$ cat src/dmem_pkg.sv
// Constants and types for indirect and sector-extended data memory addressing
package dmem_pkg;

	// Data memory geometry
	localparam int SECTOR_BITS = 1;
	localparam int NUM_SECTORS = 2;
	localparam int ADDR_BITS = SECTOR_BITS + 8;
	localparam int MEM_WORDS = NUM_SECTORS * 256;

	// Special-purpose area ends here; general RAM starts above it
	localparam logic [7:0] SPECIAL_TOP = 8'h7F;
	localparam logic [7:0] RAM_BASE = 8'h80;

	// Register offsets within sector 0
	localparam logic [7:0] OFS_INDIRECT_PORT_A = 8'h00;
	localparam logic [7:0] OFS_POINTER_A = 8'h01;
	localparam logic [7:0] OFS_INDIRECT_PORT_B = 8'h02;
	localparam logic [7:0] OFS_POINTER_B_LOW = 8'h03;
	localparam logic [7:0] OFS_POINTER_B_SECTOR = 8'h04;
	localparam logic [7:0] OFS_INDIRECT_PORT_C = 8'h0C;
	localparam logic [7:0] OFS_POINTER_C_LOW = 8'h0D;
	localparam logic [7:0] OFS_POINTER_C_SECTOR = 8'h0E;

	// Reset, read-as-zero and increment step values
	localparam logic [7:0] POINTER_RESET = 8'h00;
	localparam logic [7:0] READ_ZERO = 8'h00;
	localparam logic [7:0] STEP_ONE = 8'h01;
	localparam logic [SECTOR_BITS-1:0] SECTOR_ZERO = '0;

	typedef logic [ADDR_BITS-1:0] addr_t;
	typedef logic [SECTOR_BITS-1:0] sector_t;

	// Access operations issued by the core
	typedef enum logic [1:0] {
		OP_READ,
		OP_WRITE,
		OP_INC,
		OP_DEC
	} op_e;

	// Kind of location an address resolves to
	typedef enum logic [1:0] {
		TGT_NONE,
		TGT_RAM,
		TGT_PTR
	} tgt_e;

	// Core request: ext selects the extended (all-sector) direct form
	typedef struct packed {
		logic valid;
		op_e op;
		logic ext;
		addr_t addr;
		logic [7:0] wdata;
	} req_s;

	// Answer to the core, one cycle after the request
	typedef struct packed {
		logic valid;
		logic [7:0] data;
		addr_t eff_addr;
		logic indirect;
	} resp_s;

endpackage
$ cat src/dmem_indirect.sv
// Data memory with indirect ports, pointers and sector-extended direct addressing
`timescale 1ns/100ps
`default_nettype none
module dmem_indirect
	import dmem_pkg::*;
(
	// Clock and reset
	input wire logic clk_sys,
	input wire logic nrst,
	// Core request
	input wire req_s req,
	// Core answer
	output resp_s resp_q
);

	// Sector selected by a pointer high byte
	function automatic sector_t sector_of(input logic [7:0] hi);
		sector_of = hi[SECTOR_BITS-1:0];
	endfunction

	// Offset is one of the three indirect ports in sector 0
	function automatic logic is_port(input addr_t a);
		logic [7:0] o;
		o = a[7:0];
		is_port = (a[ADDR_BITS-1:8] == SECTOR_ZERO) &&
			((o == OFS_INDIRECT_PORT_A) || (o == OFS_INDIRECT_PORT_B) ||
			(o == OFS_INDIRECT_PORT_C));
	endfunction

	// Kind of storage behind a resolved address
	function automatic tgt_e target_of(input addr_t a);
		logic [7:0] o;
		o = a[7:0];
		target_of = TGT_NONE;
		if (o >= RAM_BASE) begin
			target_of = TGT_RAM;
		end else if (a[ADDR_BITS-1:8] == SECTOR_ZERO) begin
			case (o)
				OFS_POINTER_A, OFS_POINTER_B_LOW, OFS_POINTER_B_SECTOR,
				OFS_POINTER_C_LOW, OFS_POINTER_C_SECTOR: target_of = TGT_PTR;
				default: target_of = TGT_NONE;
			endcase
		end
	endfunction

	// Full address from a pointer pair: high byte sector, low byte offset
	function automatic addr_t pair_addr(input logic [7:0] hi, input logic [7:0] lo);
		pair_addr = {sector_of(hi), lo};
	endfunction

	// One-hot select of the pointer register at a sector 0 offset
	function automatic logic [4:0] ptr_select(input logic [7:0] o);
		ptr_select = 5'h00;
		case (o)
			OFS_POINTER_A: ptr_select = 5'h01;
			OFS_POINTER_B_LOW: ptr_select = 5'h02;
			OFS_POINTER_B_SECTOR: ptr_select = 5'h04;
			OFS_POINTER_C_LOW: ptr_select = 5'h08;
			OFS_POINTER_C_SECTOR: ptr_select = 5'h10;
			default: ptr_select = 5'h00;
		endcase
	endfunction

	logic [7:0] mem [0:MEM_WORDS-1];
	logic [7:0] pointer_a_q;
	logic [7:0] pointer_b_low_q;
	logic [7:0] pointer_b_sector_q;
	logic [7:0] pointer_c_low_q;
	logic [7:0] pointer_c_sector_q;

	addr_t raw_addr;
	addr_t eff_addr;
	logic indirect;
	tgt_e tgt;
	logic [7:0] ptr_val;
	logic [7:0] old_val;
	logic [7:0] new_val;
	logic do_write;
	logic ram_we;
	logic [4:0] ptr_we;
	logic port_loop;
	addr_t port_a_addr;
	addr_t port_b_addr;
	addr_t port_c_addr;
	logic ans_valid_q;
	logic [7:0] ans_data_q;
	addr_t ans_addr_q;
	logic ans_indirect_q;
	resp_s resp_d;

	// Short direct form reaches sector 0; extended form carries the sector
	always_comb begin
		if (req.ext) begin
			raw_addr = req.addr;
		end else begin
			raw_addr = {SECTOR_ZERO, req.addr[7:0]};
		end
	end

	// Where each port points
	always_comb begin
		port_a_addr = {SECTOR_ZERO, pointer_a_q};
		port_b_addr = pair_addr(pointer_b_sector_q, pointer_b_low_q);
		port_c_addr = pair_addr(pointer_c_sector_q, pointer_c_low_q);
	end

	// Redirect port accesses through their pointers
	always_comb begin
		eff_addr = raw_addr;
		indirect = 1'b0;
		if (raw_addr[ADDR_BITS-1:8] == SECTOR_ZERO) begin
			case (raw_addr[7:0])
				OFS_INDIRECT_PORT_A: begin
					eff_addr = port_a_addr;
					indirect = 1'b1;
				end
				OFS_INDIRECT_PORT_B: begin
					eff_addr = port_b_addr;
					indirect = 1'b1;
				end
				OFS_INDIRECT_PORT_C: begin
					eff_addr = port_c_addr;
					indirect = 1'b1;
				end
				default: begin
					eff_addr = raw_addr;
					indirect = 1'b0;
				end
			endcase
		end
	end

	// A pointer naming a port again has no storage behind it
	always_comb begin
		port_loop = is_port(eff_addr);
	end

	// Kind of storage at the resolved address
	always_comb begin
		if (port_loop) begin
			tgt = TGT_NONE;
		end else begin
			tgt = target_of(eff_addr);
		end
	end

	// Pointer read mux
	always_comb begin
		case (ptr_select(eff_addr[7:0]))
			5'h01: ptr_val = pointer_a_q;
			5'h02: ptr_val = pointer_b_low_q;
			5'h04: ptr_val = pointer_b_sector_q;
			5'h08: ptr_val = pointer_c_low_q;
			5'h10: ptr_val = pointer_c_sector_q;
			default: ptr_val = READ_ZERO;
		endcase
	end

	// Current value at the resolved address
	always_comb begin
		case (tgt)
			TGT_RAM: old_val = mem[eff_addr];
			TGT_PTR: old_val = ptr_val;
			default: old_val = READ_ZERO;
		endcase
	end

	// Value to store back
	always_comb begin
		case (req.op)
			OP_WRITE: new_val = req.wdata;
			OP_INC: new_val = old_val + STEP_ONE;
			OP_DEC: new_val = old_val - STEP_ONE;
			default: new_val = old_val;
		endcase
	end

	// Only real storage is ever written
	always_comb begin
		do_write = req.valid && (req.op != OP_READ) && (tgt != TGT_NONE);
	end

	// RAM write strobe
	assign ram_we = do_write && (tgt == TGT_RAM);

	// Write strobe for each pointer register
	always_comb begin
		ptr_we = 5'h00;
		if (do_write && (tgt == TGT_PTR)) begin
			ptr_we = ptr_select(eff_addr[7:0]);
		end
	end

	// General RAM storage
	always_ff @(posedge clk_sys) begin
		if (ram_we) begin
			mem[eff_addr] <= new_val;
		end
	end

	// Pointer A
	always_ff @(posedge clk_sys or negedge nrst) begin
		if (!nrst) begin
			pointer_a_q <= POINTER_RESET;
		end else if (ptr_we[0]) begin
			pointer_a_q <= new_val;
		end
	end

	// Pointer B low byte; wraps alone, no carry into the sector byte
	always_ff @(posedge clk_sys or negedge nrst) begin
		if (!nrst) begin
			pointer_b_low_q <= POINTER_RESET;
		end else if (ptr_we[1]) begin
			pointer_b_low_q <= new_val;
		end
	end

	// Pointer B sector byte
	always_ff @(posedge clk_sys or negedge nrst) begin
		if (!nrst) begin
			pointer_b_sector_q <= POINTER_RESET;
		end else if (ptr_we[2]) begin
			pointer_b_sector_q <= new_val;
		end
	end

	// Pointer C low byte; wraps alone, no carry into the sector byte
	always_ff @(posedge clk_sys or negedge nrst) begin
		if (!nrst) begin
			pointer_c_low_q <= POINTER_RESET;
		end else if (ptr_we[3]) begin
			pointer_c_low_q <= new_val;
		end
	end

	// Pointer C sector byte
	always_ff @(posedge clk_sys or negedge nrst) begin
		if (!nrst) begin
			pointer_c_sector_q <= POINTER_RESET;
		end else if (ptr_we[4]) begin
			pointer_c_sector_q <= new_val;
		end
	end

	// Answer: read value, or result of increment and decrement
	always_comb begin
		resp_d.valid = req.valid;
		resp_d.eff_addr = eff_addr;
		resp_d.indirect = indirect;
		if (req.op == OP_WRITE) begin
			resp_d.data = READ_ZERO;
		end else begin
			resp_d.data = new_val;
		end
	end

	// Answer valid, one cycle per request
	always_ff @(posedge clk_sys or negedge nrst) begin
		if (!nrst) begin
			ans_valid_q <= 1'b0;
		end else begin
			ans_valid_q <= resp_d.valid;
		end
	end

	// Answer data
	always_ff @(posedge clk_sys or negedge nrst) begin
		if (!nrst) begin
			ans_data_q <= READ_ZERO;
		end else begin
			ans_data_q <= resp_d.data;
		end
	end

	// Answer resolved address
	always_ff @(posedge clk_sys or negedge nrst) begin
		if (!nrst) begin
			ans_addr_q <= '0;
		end else begin
			ans_addr_q <= resp_d.eff_addr;
		end
	end

	// Answer port flag
	always_ff @(posedge clk_sys or negedge nrst) begin
		if (!nrst) begin
			ans_indirect_q <= 1'b0;
		end else begin
			ans_indirect_q <= resp_d.indirect;
		end
	end

	// Answer bundle, straight from the registers
	assign resp_q = {ans_valid_q, ans_data_q, ans_addr_q, ans_indirect_q};

endmodule
`default_nettype wire

$ cat config.mk
export PLATFORM = sky130hd
export DESIGN_NAME = dmem_indirect
export DESIGN_NICKNAME = d
export VERILOG_FILES = /design/src/dmem_pkg.sv /design/src/dmem_indirect.sv
export SDC_FILE = /design/constraint.sdc
export NUM_CORES = 2
export LEC_CHECK = 0
export BUFFER_PORTS_ARGS = -buffer_cell sky130_fd_sc_hd__buf_2
export CAP_MARGIN = 15
export CORE_UTILIZATION = 40
export DETAILED_ROUTE_END_ITERATION = 12
export PLACE_DENSITY_LB_ADDON = 0.08
export SETUP_SLACK_MARGIN = 0.5
export SYNTH_ARGS = -nofsm -noshare
export SYNTH_HDL_FRONTEND = slang
export SYNTH_SLANG_ARGS = --single-unit
$ cat constraint.sdc
create_clock -name clk_sys -period 12.7 [get_ports clk_sys]
set_clock_uncertainty 0.2 [all_clocks]
set_input_delay 1.27 -clock clk_sys [delete_from_list [all_inputs] [get_ports clk_sys]]
set_output_delay 1.27 -clock clk_sys [all_outputs]
set_load 0.02 [all_outputs]
==> flow_summary_export.csv <==
group,metric,value,unit
yosys,synth_area_leader_cell,"edfxtp_1",
clock_tree,cts-htree-levels,4,
clock_tree,clockBufferDepth,3,
clock_tree,cts_resized,0,
yosys,synth_seq_cells,2267,
finish,seq_area,67800,µm²
floorplan,die_h,482,µm
critical_path,arrival,10.27,ns
power,p_leak,34.5,nW
detailed_routing,route.detailed.drc,0,
detailed_routing,drt-pass1-iter-count,6,
critical_path,rr_endpoint,"mem[137][6]$_DFFE_PP_",
placement,portBuffers,41,
clock_tree,path_clk_slew,0.06,ns
flow_run,max_cap_viol_count,0,
detailed_routing,drtIter0Drc,6257,
detailed_routing,vias,56900,
yosys,yosysSeqAreaShare,73.6,%
detailed_routing,wl,302000,µm
power,powerDensity,162,nW/µm²
global_routing,grt_pass1_vias,54400,
timing,worst_pin_slew,1.23,ns
floorplan,core-area,228000,µm²
finish,fillers,20200,
critical_path,reg2reg_slack,3.05,ns
global_routing,grt_max_degree,177,
timing,rsz0062_at_grt,"no",
clock_tree,insertion_delay,0.91,ns
timing,slew_headroom,17.4,%
placement,gp_congestion,0.841,
timing,holdWs,0.315,ns
finish,area_growth,12.4,%
yosys,synth_top_area_share,72.0,%
timing,period_minus_slack,9.99,ns
power,ir_drop,0.149,mV
yosys,syn_area,92100,µm²
timing,setup_viol,0,
global_routing,grtUsageTotal,25.8,%
yosys,synth.distinct_cells,99,
min_path,hold_path.class,"reg2reg",
outcome,status,"complete, no violations",
critical_path,critPathCapture,"mem[165][3]$_DFFE_PP_",
yosys,ys_top_cells_by_area,"edfxtp_1 72%, nand2_1 5.2%, mux4_2 3.4%",
finish,multiInputGateArea,22400,µm²
clock_tree,cts_buffers,238,
floorplan,die-area,232000,µm²
critical_path,rr_startpoint,"pointer_a_q[1]$_DFFE_PN0P_",
timing,hold_viol_final,0,
critical_path,worstSetupStartpoint,"req[9]",
detailed_routing,routedWlPerCell,31.3,µm
floorplan,io_pins,42,
detailed_routing,vias_per_cell,5.90,
finish,nets,6461,
critical_path,setup.worst_path.end_class,"flop",
timing,fmax,100,MHz
global_routing,grt_pass1_wl,425000,µm
clock_tree,numClockSinks,2267,
placement,hpwl,176000,µm
global_routing,antenna_found_initial,20,
yosys,async_flop_share,2.60,%
timing,finalMaxSlewViolations,0,
clock_tree,postCtsSetupBuffers,0,
global_routing,overflow,0,
critical_path,worstSetupPathType,"in2reg",
yosys,yosys_warnings,0,
critical_path,start_kind,"input port",
clock_tree,cts_tree,"built",
yosys,syn_area_per_cell,14.7,µm²
critical_path,r2r_cells,25,
timing,post-route-period-util,78.7,%
yosys,synth_flop_cell,"edfxtp_1",
clock_tree,cts-root-buf,"clkbuf_16",
finish,drive_gt1_share,11.6,%
floorplan,die_w,482,µm
yosys,synth_edf_count,2208,
critical_path,cp_max_fo,176,
floorplan,initial_core_util,40.4,%
critical_path,crit_required,12.98,ns
detailed_routing,drt.antenna.violating_nets,0,
yosys,postSynthCellCount,6281,
timing,fin_tns_setup,0,ns
floorplan,row_count,175,
## per-layer routing
layer	routed length, µm	vias to the layer above	share of wire [%]	track usage, %
met5	0	-	0	0
met4	9550	0	3.2	8.27
met3	21900	441	7.3	4.18
met2	138000	2337	46	39.7
met1	132000	29700	44	37.4
li1	-	24400	-	-
## synthesized netlist by cell type, drive strengths merged (15+ instances only)
master and n:
buf 293, a22o 16, a221oi 15, mux4 139, dfrtp 59, a22oi 46, nand3 312, mux2i 102
nor3 72, a311oi 296, edfxtp 2208, clkbuf 173, a21oi 133, and3 239, a211oi 168, nor2 335
a31oi 79, nand2 1270, inv 17, o21ai 88, a2111oi 17
## layout by cell type, fill, tap and decap left out, types with 14 or more instances in the layout
cell / synthesis / layout
and3_1: 238 / 238
clkinv_1: 2 / 53
dfrtp_1: 59 / 59
a221oi_1: 15 / 15
edfxtp_1: 2208 / 2208
nor3_1: 71 / 70
buf_12: 5 / 32
buf_4: 80 / 137
a2111oi_0: 16 / 14
conb_1: 1 / 160
a22o_1: 16 / 16
a21oi_1: 132 / 130
nor2_1: 333 / 332
o21ai_0: 83 / 82
mux4_2: 139 / 139
mux2i_1: 102 / 102
clkbuf_1: 173 / 56
nand3_1: 310 / 309
a311oi_1: 296 / 295
nand2_1: 1268 / 1248
buf_2: 149 / 42
a211oi_1: 166 / 165
clkbuf_16: 0 / 243
bufinv_16: 0 / 16
nand2_2: 2 / 17
clkinv_2: 0 / 49
a22oi_1: 46 / 46
a31oi_1: 78 / 77
## cell families (layout without fill, tap and decap cells)
logic type / count (synthesis) / in the layout / synth area share, %
flip-flops: 2267 / 2267 / 73.6
buffers and inverters: 485 / 674 / 2.97
adder cells (fa/ha/maj): 7 / 7 / 0.103
other: 1 / 169 / 0.00407
XOR/XNOR: 3 / 3 / 0.0285
AO/OA/AOI/OAI: 956 / 956 / 7.71
multiplexers: 253 / 253 / 4.65
AND/OR/NAND/NOR: 2309 / 2309 / 11.0
## per-stage QoR
| step | instance area, µm² | total power, W | setup slack [ns] | util (%) | cells |
|---|---|---|---|---|---|
| 6_report | 104000 | 0.0168 | 2.71 | 45.4 | 9647 |
| 5_1_grt | 104000 | 0.0172 | 2.61 | 45.4 | 9639 |
| 4_1_cts | 104000 | 0.0169 | 3.00 | 45.4 | 9635 |
| 3_5_place_dp | 96000 | 0.0101 | 2.05 | 42.1 | 9196 |
| 3_3_place_gp | 96000 | 0.0101 | 2.03 | 42.1 | 9191 |
| 2_1_floorplan | 92700 | 0.00959 | 1.77 | - | 6440 |
## critical path: stages
cell and delay, ns:
buf_2 0.32, and2b_1 0.27, a21oi_1 0.46, o31a_4 0.75, clkinv_16 0.51, buf_4 0.64
a211oi_1 0.27, a311oi_1 0.09, a311oi_1 0.61, o21ai_0 0.16, a21oi_1 0.37, o211ai_1 0.25
a21boi_1 0.69, o41a_1 0.51, inv_1 0.09, ha_1 0.32, a21oi_1 0.20, o21ai_2 0.11
and3_1 0.22, nor4_4 0.70, inv_8 0.30, buf_12 0.42
## flip-flops by register name, indices dropped and copies added, names as in the netlist
signal,count
pointer_a_q,8
pointer_b_low_q,8
ans_data_q,8
ans_valid_q,1
ans_addr_q,9
pointer_c_low_q,8
pointer_b_sector_q,8
mem,2208
ans_indirect_q,1
pointer_c_sector_q,8
## what timing repair did
item / in CTS / in global routing
endpoints found under the setup margin: 0 / 0
hold buffers: 1 / 0
hold endpoints to repair: 2 / 0
## report_power, final
group	switching, W	internal, W	total, W
sequential	0.0000143	0.00858	0.00859
clock	0.00294	0.00385	0.00679
combinational	0.00109	0.000293	0.00138
## area by class of cell
type	instances	share of cell area [%]
Clock inverter	132	1.08
Tap cell	3009	3.63
Antenna cell	9	0.0217
Inverter	19	0.145
Multi-Input combinational cell	3688	21.6
Sequential cell	2267	65.4
Clock buffer	306	6.17
Timing Repair Buffer	217	1.87
## worst min-delay path by stage
stage / from / endpoint / slack (ns) / cells past startpoint
finish: pointer_c_sector_q[6]$_DFFE_PN0P_ / pointer_c_sector_q[6]$_DFFE_PN0P_ / 0.32 / 1
global route: req[20] / ans_valid_q$_DFF_PN0_ / 0.33 / 1
CTS: req[20] / ans_valid_q$_DFF_PN0_ / 0.31 / 1
detailed placement: pointer_c_sector_q[6]$_DFFE_PN0P_ / pointer_c_sector_q[6]$_DFFE_PN0P_ / 0.30 / 1
global placement: pointer_c_sector_q[6]$_DFFE_PN0P_ / pointer_c_sector_q[6]$_DFFE_PN0P_ / 0.29 / 1
floorplan: pointer_a_q[0]$_DFFE_PN0P_ / pointer_a_q[0]$_DFFE_PN0P_ / 0.26 / 2
(Power assumes the default switching activity.)
